<file path="config.mk">
export PLATFORM = sky130hd
export DESIGN_NAME = dsp_top
export DESIGN_NICKNAME = d
export VERILOG_FILES = /design/src/hw/dsp_pkg.sv /design/src/hw/dsp_prescaler.sv /design/src/hw/dsp_channel.sv /design/src/hw/dsp_top.sv
export SDC_FILE = /design/constraint.sdc
export NUM_CORES = 1
export LEC_CHECK = 0
export BUFFER_PORTS_ARGS = -buffer_cell sky130_fd_sc_hd__buf_4
export CAP_MARGIN = 15
export CORE_AREA = 5 5 129 131
export CTS_CLUSTER_SIZE = 25
export DETAILED_ROUTE_END_ITERATION = 10
export DIE_AREA = 0 0 134 136
export GPL_TIMING_DRIVEN = 0
export HOLD_SLACK_MARGIN = 0.12
export PLACE_DENSITY = 0.63
export SYNTH_ARGS = -nofsm -noshare
export SYNTH_HDL_FRONTEND = slang
export SYNTH_HIERARCHICAL = 1
export SYNTH_SLANG_ARGS = --single-unit
</file>
<file path="constraint.sdc">
create_clock -name aclk -period 2.8 [get_ports aclk]
set_clock_uncertainty 0.2 [all_clocks]
set_input_delay 0 -clock aclk [delete_from_list [all_inputs] [get_ports aclk]]
set_output_delay 0 -clock aclk [all_outputs]
set_load 0.01 [all_outputs]
</file>
<file path="src/hw/dsp_pkg.sv">
// package: register map, field layout and constants for the dual 6-bit pwm
// assumes: included first; one 40 MHz bus clock drives everything
package dsp_pkg;
  localparam int unsigned DATA_W = 32;
  localparam int unsigned ADDR_W = 4;
  // register byte addresses
  localparam logic [ADDR_W-1:0] OFS_A_CTRL = 4'h0;
  localparam logic [ADDR_W-1:0] OFS_B_CTRL = 4'h4;
  localparam logic [ADDR_W-1:0] OFS_A_DUTY = 4'h8;
  localparam logic [ADDR_W-1:0] OFS_B_DUTY = 4'hC;
  // control field layout
  localparam int unsigned CTL_SECOND_LSB = 0;
  localparam int unsigned CTL_FIRST_LSB = 4;
  localparam int unsigned CTL_POL_BIT = 6;
  localparam int unsigned CTL_W = 7;
  localparam int unsigned DUTY_W = 6;
  localparam logic [CTL_W-1:0] CTL_RESET = 7'h00;
  // first stage codes and divisors
  localparam logic [1:0] FIRST_OFF = 2'h0;
  localparam logic [1:0] FIRST_DIV1 = 2'h1;
  localparam logic [1:0] FIRST_DIV8 = 2'h2;
  localparam logic [3:0] FIRST_CNT_DIV8 = 4'h7;
  localparam logic [3:0] FIRST_CNT_DIV16 = 4'hF;
  localparam logic [5:0] CNT_LAST = 6'h3F;
  // axi responses
  localparam logic [1:0] RESP_OKAY = 2'h0;
  localparam logic [1:0] RESP_SLVERR = 2'h2;
endpackage

</file>
<file path="src/hw/dsp_prescaler.sv">
// file: two-stage prescaler, one tick per period count
// assumes: control field changes apply on the next clock edge
`timescale 1ns/1ps
module dsp_prescaler
  import dsp_pkg::*;
(
  // clock and reset
  input wire logic aclk,
  input wire logic aresetn,
  // settings
  input wire logic [1:0] first_div,
  input wire logic [3:0] second_div,
  // tick
  output logic tick
);
  import dsp_pkg::*;
  logic [3:0] first_cnt_ff;
  logic [3:0] second_cnt_ff;
  logic [3:0] first_last;
  logic first_tick;
  logic [3:0] nxt_first;
  logic [3:0] nxt_second;

  assign first_last = (first_div == FIRST_DIV1) ? 4'h0 :
                      (first_div == FIRST_DIV8) ? FIRST_CNT_DIV8 : FIRST_CNT_DIV16;
  assign first_tick = (first_div != FIRST_OFF) && (first_cnt_ff >= first_last);
  // second stage divides by value plus one
  assign tick = first_tick && (second_cnt_ff >= second_div);
  assign nxt_first = (first_div == FIRST_OFF || first_tick) ? 4'h0 : first_cnt_ff + 4'h1;
  assign nxt_second = (first_div == FIRST_OFF || tick) ? 4'h0 :
                      first_tick ? second_cnt_ff + 4'h1 : second_cnt_ff;

  always_ff @(posedge aclk) begin
    if (!aresetn) begin
      first_cnt_ff <= 4'h0;
      second_cnt_ff <= 4'h0;
    end else begin
      first_cnt_ff <= nxt_first;
      second_cnt_ff <= nxt_second;
    end
  end
endmodule

</file>
<file path="src/hw/dsp_channel.sv">
// file: one pwm channel: modulus counter, buffered duty, polarity
// assumes: duty writes arrive as one-cycle strobes from the register file
`timescale 1ns/1ps
module dsp_channel
  import dsp_pkg::*;
(
  // clock and reset
  input wire logic aclk,
  input wire logic aresetn,
  // settings
  input wire logic [CTL_W-1:0] ctrl,
  input wire logic duty_wr,
  input wire logic [DUTY_W-1:0] duty_wdata,
  // state
  output logic [DUTY_W-1:0] duty_active,
  output logic pwm_out,
  output logic enabled
);
  import dsp_pkg::*;
  logic [5:0] cnt_ff;
  logic [DUTY_W-1:0] duty_ff;
  logic [DUTY_W-1:0] hold_ff;
  logic pend_ff;
  logic out_ff;
  logic tick;
  logic wrap;
  logic polarity;

  assign polarity = ctrl[CTL_POL_BIT];
  assign enabled = ctrl[CTL_FIRST_LSB +: 2] != FIRST_OFF;
  assign wrap = tick && (cnt_ff == CNT_LAST);
  assign duty_active = duty_ff;
  assign pwm_out = out_ff;

  dsp_prescaler u_pre (
    .aclk(aclk),
    .aresetn(aresetn),
    .first_div(ctrl[CTL_FIRST_LSB +: 2]),
    .second_div(ctrl[CTL_SECOND_LSB +: 4]),
    .tick(tick)
  );

  always_ff @(posedge aclk) begin
    if (!aresetn) begin
      cnt_ff <= 6'h00;
      pend_ff <= 1'b0;
    end else begin
      if (!enabled) cnt_ff <= 6'h00;
      else if (tick) cnt_ff <= cnt_ff + 6'h01;
      if (duty_wr && enabled) pend_ff <= 1'b1;
      else if (wrap || !enabled) pend_ff <= 1'b0;
    end
  end

  // duty storage is never reset
  always_ff @(posedge aclk) begin
    if (duty_wr) hold_ff <= duty_wdata;
    if (duty_wr && !enabled) duty_ff <= duty_wdata;
    else if (wrap && duty_wr) duty_ff <= duty_wdata;
    else if (wrap && pend_ff) duty_ff <= hold_ff;
  end

  // active while count below duty; zero duty gives steady inactive level
  always_ff @(posedge aclk) begin
    if (!aresetn) out_ff <= 1'b0;
    else if (!enabled) out_ff <= 1'b0;
    else out_ff <= (cnt_ff < duty_ff) ? polarity : !polarity;
  end
endmodule

</file>
<file path="src/hw/dsp_top.sv">
// file: dual 6-bit pwm with axi4-lite register access
// assumes: aclk is the bus clock; stop mode is the clock being gated upstream
// Summary of operation
// - Duty writes go to a buffer, loaded into active duty at period end.
// - Duty reads return the active duty value, not the buffer.
// - Control and duty registers are readable and writable at any time.
// - First stage: 00 off, 01 div 1, 10 div 8, 11 div 16.
// - Second stage divides first stage by written value plus one.
// - Nonzero first stage forces pin to pwm output; else port settings drive it.
// - Channel B prescaler behaves as channel A, on its own pin.
// - Six-bit duty; zero gives steady level chosen by polarity.
// - Polarity 1 makes pulse active high, 0 active low.
// - Reset leaves duty values untouched.
// - Reset clears first stage bits, disabling channels and driving outputs low.
// - Wait mode changes nothing; channels keep running.
// - Stopped clock freezes waveform mid-period.
// - Period is 64 prescaled counts from a wrapping 6-bit counter.
// - Control writes take effect at once while enabled.
// - Duty writes while disabled load active duty immediately.
// - Duty 63 gives 63 of 64 active; duty 0 polarity 0 gives steady high.
//
// Our own choices: the placing of the registers and the AXI4-Lite interface to the registers.
`timescale 1ns/1ps
module dsp_top
  import dsp_pkg::*;
(
  // clock and reset
  input wire logic aclk,
  input wire logic aresetn,
  // axi4-lite write address
  input wire logic [dsp_pkg::ADDR_W-1:0] s_axi_awaddr,
  input wire logic s_axi_awvalid,
  output logic s_axi_awready,
  // axi4-lite write data
  input wire logic [dsp_pkg::DATA_W-1:0] s_axi_wdata,
  input wire logic [3:0] s_axi_wstrb,
  input wire logic s_axi_wvalid,
  output logic s_axi_wready,
  // axi4-lite write response
  output logic [1:0] s_axi_bresp,
  output logic s_axi_bvalid,
  input wire logic s_axi_bready,
  // axi4-lite read address
  input wire logic [dsp_pkg::ADDR_W-1:0] s_axi_araddr,
  input wire logic s_axi_arvalid,
  output logic s_axi_arready,
  // axi4-lite read data
  output logic [dsp_pkg::DATA_W-1:0] s_axi_rdata,
  output logic [1:0] s_axi_rresp,
  output logic s_axi_rvalid,
  input wire logic s_axi_rready,
  // port logic for the shared pins
  input wire logic port_pin_four_data,
  input wire logic port_pin_four_dir,
  input wire logic port_pin_five_data,
  input wire logic port_pin_five_dir,
  // pins
  output logic channel_a_output,
  output logic channel_b_output,
  output logic port_pin_four_out,
  output logic port_pin_four_oe,
  output logic port_pin_five_out,
  output logic port_pin_five_oe
);
  import dsp_pkg::*;

  logic [CTL_W-1:0] channel_a_control_ff;
  logic [CTL_W-1:0] channel_b_control_ff;
  logic [ADDR_W-1:0] awaddr_ff;
  logic [DATA_W-1:0] wdata_ff;
  logic [3:0] wstrb_ff;
  logic aw_ok_ff;
  logic w_ok_ff;
  logic bvalid_ff;
  logic [1:0] bresp_ff;
  logic rvalid_ff;
  logic [1:0] rresp_ff;
  logic [DATA_W-1:0] rdata_ff;
  logic [DUTY_W-1:0] duty_a;
  logic [DUTY_W-1:0] duty_b;
  logic en_a;
  logic en_b;
  logic wr_go;
  logic lane0;
  logic wr_a_ctl;
  logic wr_b_ctl;
  logic wr_a_duty;
  logic wr_b_duty;
  logic wr_hit;
  logic rd_go;
  logic [DATA_W-1:0] rd_val;
  logic rd_hit;

  function automatic logic addr_hit(input logic [ADDR_W-1:0] a);
    addr_hit = (a == OFS_A_CTRL) || (a == OFS_B_CTRL) ||
               (a == OFS_A_DUTY) || (a == OFS_B_DUTY);
  endfunction

  // write path: address and data taken in any order, response after both
  assign s_axi_awready = !aw_ok_ff && !bvalid_ff;
  assign s_axi_wready = !w_ok_ff && !bvalid_ff;
  assign wr_go = aw_ok_ff && w_ok_ff && !bvalid_ff;
  assign lane0 = wstrb_ff[0];
  assign wr_hit = addr_hit(awaddr_ff);
  assign wr_a_ctl = wr_go && lane0 && (awaddr_ff == OFS_A_CTRL);
  assign wr_b_ctl = wr_go && lane0 && (awaddr_ff == OFS_B_CTRL);
  assign wr_a_duty = wr_go && lane0 && (awaddr_ff == OFS_A_DUTY);
  assign wr_b_duty = wr_go && lane0 && (awaddr_ff == OFS_B_DUTY);
  assign s_axi_bvalid = bvalid_ff;
  assign s_axi_bresp = bresp_ff;

  always_ff @(posedge aclk) begin
    if (!aresetn) begin
      aw_ok_ff <= 1'b0;
      w_ok_ff <= 1'b0;
      bvalid_ff <= 1'b0;
      bresp_ff <= RESP_OKAY;
      awaddr_ff <= '0;
      wdata_ff <= '0;
      wstrb_ff <= 4'h0;
    end else begin
      if (s_axi_awvalid && s_axi_awready) begin
        aw_ok_ff <= 1'b1;
        awaddr_ff <= s_axi_awaddr;
      end
      if (s_axi_wvalid && s_axi_wready) begin
        w_ok_ff <= 1'b1;
        wdata_ff <= s_axi_wdata;
        wstrb_ff <= s_axi_wstrb;
      end
      if (wr_go) begin
        aw_ok_ff <= 1'b0;
        w_ok_ff <= 1'b0;
        bvalid_ff <= 1'b1;
        bresp_ff <= wr_hit ? RESP_OKAY : RESP_SLVERR;
      end else if (bvalid_ff && s_axi_bready) begin
        bvalid_ff <= 1'b0;
      end
    end
  end

  // control registers; reset clears first stage, polarity and second stage
  always_ff @(posedge aclk) begin
    if (!aresetn) begin
      channel_a_control_ff <= CTL_RESET;
      channel_b_control_ff <= CTL_RESET;
    end else begin
      if (wr_a_ctl) channel_a_control_ff <= wdata_ff[CTL_W-1:0];
      if (wr_b_ctl) channel_b_control_ff <= wdata_ff[CTL_W-1:0];
    end
  end

  // read path
  assign rd_go = s_axi_arvalid && s_axi_arready;
  assign s_axi_arready = !rvalid_ff;
  assign rd_hit = addr_hit(s_axi_araddr);
  // duty reads show the active value
  assign rd_val = (s_axi_araddr == OFS_A_CTRL) ? {25'h0, channel_a_control_ff} :
                  (s_axi_araddr == OFS_B_CTRL) ? {25'h0, channel_b_control_ff} :
                  (s_axi_araddr == OFS_A_DUTY) ? {26'h0, duty_a} :
                  (s_axi_araddr == OFS_B_DUTY) ? {26'h0, duty_b} : 32'h0;
  assign s_axi_rvalid = rvalid_ff;
  assign s_axi_rdata = rdata_ff;
  assign s_axi_rresp = rresp_ff;

  always_ff @(posedge aclk) begin
    if (!aresetn) begin
      rvalid_ff <= 1'b0;
      rdata_ff <= '0;
      rresp_ff <= RESP_OKAY;
    end else if (rd_go) begin
      rvalid_ff <= 1'b1;
      rdata_ff <= rd_val;
      rresp_ff <= rd_hit ? RESP_OKAY : RESP_SLVERR;
    end else if (rvalid_ff && s_axi_rready) begin
      rvalid_ff <= 1'b0;
    end
  end

  // channels run on every edge; wait mode needs nothing, stop gates aclk
  dsp_channel u_chan_a (
    .aclk(aclk),
    .aresetn(aresetn),
    .ctrl(channel_a_control_ff),
    .duty_wr(wr_a_duty),
    .duty_wdata(wdata_ff[DUTY_W-1:0]),
    .duty_active(duty_a),
    .pwm_out(channel_a_output),
    .enabled(en_a)
  );

  dsp_channel u_chan_b (
    .aclk(aclk),
    .aresetn(aresetn),
    .ctrl(channel_b_control_ff),
    .duty_wr(wr_b_duty),
    .duty_wdata(wdata_ff[DUTY_W-1:0]),
    .duty_active(duty_b),
    .pwm_out(channel_b_output),
    .enabled(en_b)
  );

  // pin takeover while enabled
  assign port_pin_four_out = en_a ? channel_a_output : port_pin_four_data;
  assign port_pin_four_oe = en_a | port_pin_four_dir;
  assign port_pin_five_out = en_b ? channel_b_output : port_pin_five_data;
  assign port_pin_five_oe = en_b | port_pin_five_dir;
endmodule

</file>
==> results.json <==
{
  "cp-end-kind": "flip-flop",
  "dominantRegCellSynth": "dfxtp_1",
  "hpwl_mm": 9.05,
  "number_of_violations_reported_at_the_end_of_detailed_routing_iteration_0": 218,
  "final-hold-violation-count": 0,
  "critical_path_required_ps": 2700,
  "htree_num_levels": 3,
  "via_count_of_the_first_global_routing_pass": 4036,
  "crit_path_cell_trace": "inv_4 -> ha_4 -> ha_4 -> o21a_1 -> nor2_2 -> a21o_2 -> nor3_4 -> buf_6 -> nand4_4 -> o21ai_4 -> nand2_4 -> mux2_4",
  "multiInputGateArea_mm2": 0.00282,
  "groute.usage.overall_pct": 13.7,
  "net_count_final": 740,
  "vias_per_cell": 4.86,
  "cap_violations": 0,
  "fin_util_pct": 44.3,
  "cp.buffers_inverters": 2,
  "synth_area_leader_cell": "dfxtp_1",
  "grt_setup_unrepaired": "yes",
  "totalWireLength_mm": 12.3,
  "slew_headroom_pct": 66.6,
  "setup_ws_ps": -21.4,
  "max-vdd-ir-drop_uv": 275,
  "failed_checks": "setup timing",
  "cellLeakagePower_nw": 2.88,
  "seq_area_frac_synth_pct": 41.1,
  "placement_rows": 46,
  "run_status": "finished, violations left",
  "report.final.slew_viol_count": 0,
  "die_footprint_mm2": 0.0182,
  "critical-path-top-cell-by-count": "ha_4",
  "dr_total_vias": 4111,
  "seq_cells_post_synth": 95,
  "layout_commonest_cell": "buf_4",
  "grt_antenna_before_repair": 0,
  "fin_crit_sh_pct": 101,
  "power_density_mw_per_mm2": 431,
  "crit_family": "compound AO/OA/AOI/OAI gates",
  "start_util_pct": 33.7,
  "grt_overflow_total": 0,
  "remaining_drc_errors": 0,
  "num-fill-cells": 1445,
  "antenna_cells_inserted": 0,
  "yosysTopAreaCellShare_pct": 27.3,
  "timing.setup.critical_path_class": "reg -> reg",
  "cts-buffers-inserted": 9,
  "crit_slowest_cell": "dfxtp_4",
  "synth_cell_types": 64,
  "worst_setup_hold_path_clk_slew_ps": 70,
  "maxClockFrequency_mhz": 354,
  "timing.final.setup_violations": 6,
  "timing.critical_path.from_type": "flip-flop",
  "synthArstFlopShare_pct": 0,
  "route.antenna.remaining_nets": 0,
  "post_drt_wl_per_cell_um": 14.5,
  "timing.final.crit_period_ps": 2820,
  "clk_path_buf_depth": 2,
  "cts_tree": "done",
  "worstHoldPathType": "in -> reg",
  "clk_root_buffer_cell": "clkbuf_16",
  "gp_weighted_congestion": 0.837,
  "design_power_total_mw": 2.95,
  "clk-insertion-delay-late_ps": 350,
  "most_used_cells_in_the_layout_excluding_fill_and_tap_cells": "buf_4, dfxtp_1, dlygate4sd3_1",
  "portBuffers": 45,
  "die_w_um": 134,
  "crit_path_max_fanout": 7,
  "largest_stage_delay_on_the_critical_path_ps": 380,
  "first_pass_grt_wire_length_mm": 19.9,
  "postSynthAreaPerCell_um2": 10.3,
  "netlist_area_mm2": 0.00521,
  "first_pass_iters": 4,
  "maximum_number_of_pins_on_one_net_before_global_route_repair": 19,
  "area.sequential_mm2": 0.00216,
  "placeableCoreArea_mm2": 0.0155,
  "max_slew.worst_pin.slew_ps": 501,
  "boundary_pins": 102,
  "die_h_um": 136,
  "ys_warn_count": 6,
  "edff_count_synth": 24,
  "layout-area-overhead-vs-synth_pct": 31.5,
  "cp.arrival_ps": 2720,
  "synthesis.instances": 508,
  "dominant_cells_by_area_after_synthesis": "dfxtp_1, edfxtp_1, ha_1, buf_4, mux2_4",
  "clock-sinks": 95,
  "share_of_post_route_cells_with_drive_strength_above_1_pct": 27.4
}
[stage by stage]
step | TNS, ps | hold slack, ps | worst slack [ps] | instance area, um2 | instances
floorplan | 0 | -95.6 | 9.73 | 5310 | 534
global placement | -8230 | 57.1 | -533 | 5890 | 771
detailed placement | -9470 | 64.8 | -581 | 5890 | 771
CTS | -623 | 122 | -62.0 | 6740 | 838
global route | -1220 | 137 | -105 | 6860 | 846
finish | -86.4 | 139 | -21.4 | 6860 | 846
[where the power goes]
part           internal [mW]  switching [mW]  total [mW]
clock                  0.621           0.571        1.19
combinational          0.176           0.128       0.303
sequential              1.42          0.0334        1.46
[area by class of cell]
class                           instances  area share (%)
Clock buffer                            9            3.29
Multi-Input combinational cell        361            41.1
Buffer                                 45            4.87
Tap cell                              192            3.50
Sequential cell                        95            31.5
Clock inverter                          7           0.931
Inverter                               33            1.88
Timing Repair Buffer                  104            13.0
[layer usage]
metal / wire length [um] / GRT usage (%)
met1: 5480 / 16.5
met2: 5950 / 23.0
met3: 555 / 3.70
met4: 310 / 5.94
met5: 0 / 0
[cell families (layout without fill, tap and decap cells)]
group,count (synthesis),in the layout,share of synthesized area (%)
xor+xnor,12,12,2.02
compound gates,93,93,12.3
flops,95,95,41.1
mux,33,33,8.16
other cells,1,27,0.0719
buf+inv,78,198,8.71
fa+ha+maj,36,36,8.64
simple gates,160,160,19.0
[state kept, by name, indices dropped and copies added (netlist names), 4 cells and up]
register / flops
u_chan_a/u_pre/second_cnt_ff: 4
u_chan_a/hold_ff: 6
awaddr_ff: 4
u_chan_b/u_pre/first_cnt_ff: 4
u_chan_a/u_pre/first_cnt_ff: 4
s_axi_rdata: 7
u_chan_b/cnt_ff: 6
u_chan_a/duty_active: 6
u_chan_b/u_pre/second_cnt_ff: 4
u_chan_a/cnt_ff: 6
u_chan_b/hold_ff: 6
wdata_ff: 7
channel_a_control_ff: 7
channel_b_control_ff: 7
u_chan_b/duty_active: 6
[synth_stat cells, drive strengths merged (6+ instances only)]
master / number
inv: 33
mux2i: 17
nor2: 31
nor2b: 17
clkbuf: 6
mux2: 14
a21boi: 15
edfxtp: 24
nand4: 23
nand3: 13
nand2b: 9
buf: 39
ha: 36
dfxtp: 71
xor2: 8
or2: 7
o21ai: 30
nand2: 26
a21oi: 27
[worst register-to-register path, stage by stage, from the launching register on]
cell and delay, ps:
dfxtp_4 380, inv_4 40, ha_4 240, ha_4 260, o21a_1 120, nor2_2 40
a21o_2 220, nor3_4 180, buf_6 140, nand4_4 110, o21ai_4 200, nand2_4 120
mux2_4 340
[final timing paths]
path | startpoint | end | slack (ps) | depth (start not counted)
worst min-delay path | s_axi_wvalid | w_ok_ff$_SDFFE_PP0P_ | 140 | 5
worst max register to register | channel_a_control_ff[4]$_SDFFE_PN0P_ | u_chan_a/duty_active[5]$_DFFE_PP_ | -20 | 12
worst max-delay path | channel_a_control_ff[4]$_SDFFE_PN0P_ | u_chan_a/duty_active[5]$_DFFE_PP_ | -20 | 12
worst min register to register | u_chan_a/u_pre/first_cnt_ff[0]$_SDFF_PP0_ | u_chan_a/u_pre/first_cnt_ff[0]$_SDFF_PP0_ | 270 | 1
[what timing repair did]
| item | CTS | global route |
|---|---|---|
| hold buffers | 44 | 0 |
| setup buffers | 7 | 8 |
| resized for setup | 20 | 15 |
| setup endpoints to repair | 26 | 25 |
| endpoints found under the hold margin | 68 | 0 |
| pin swaps | 7 | 11 |
| cloned | 0 | 0 |
Note: power is estimated with default switching activity, not from simulation.
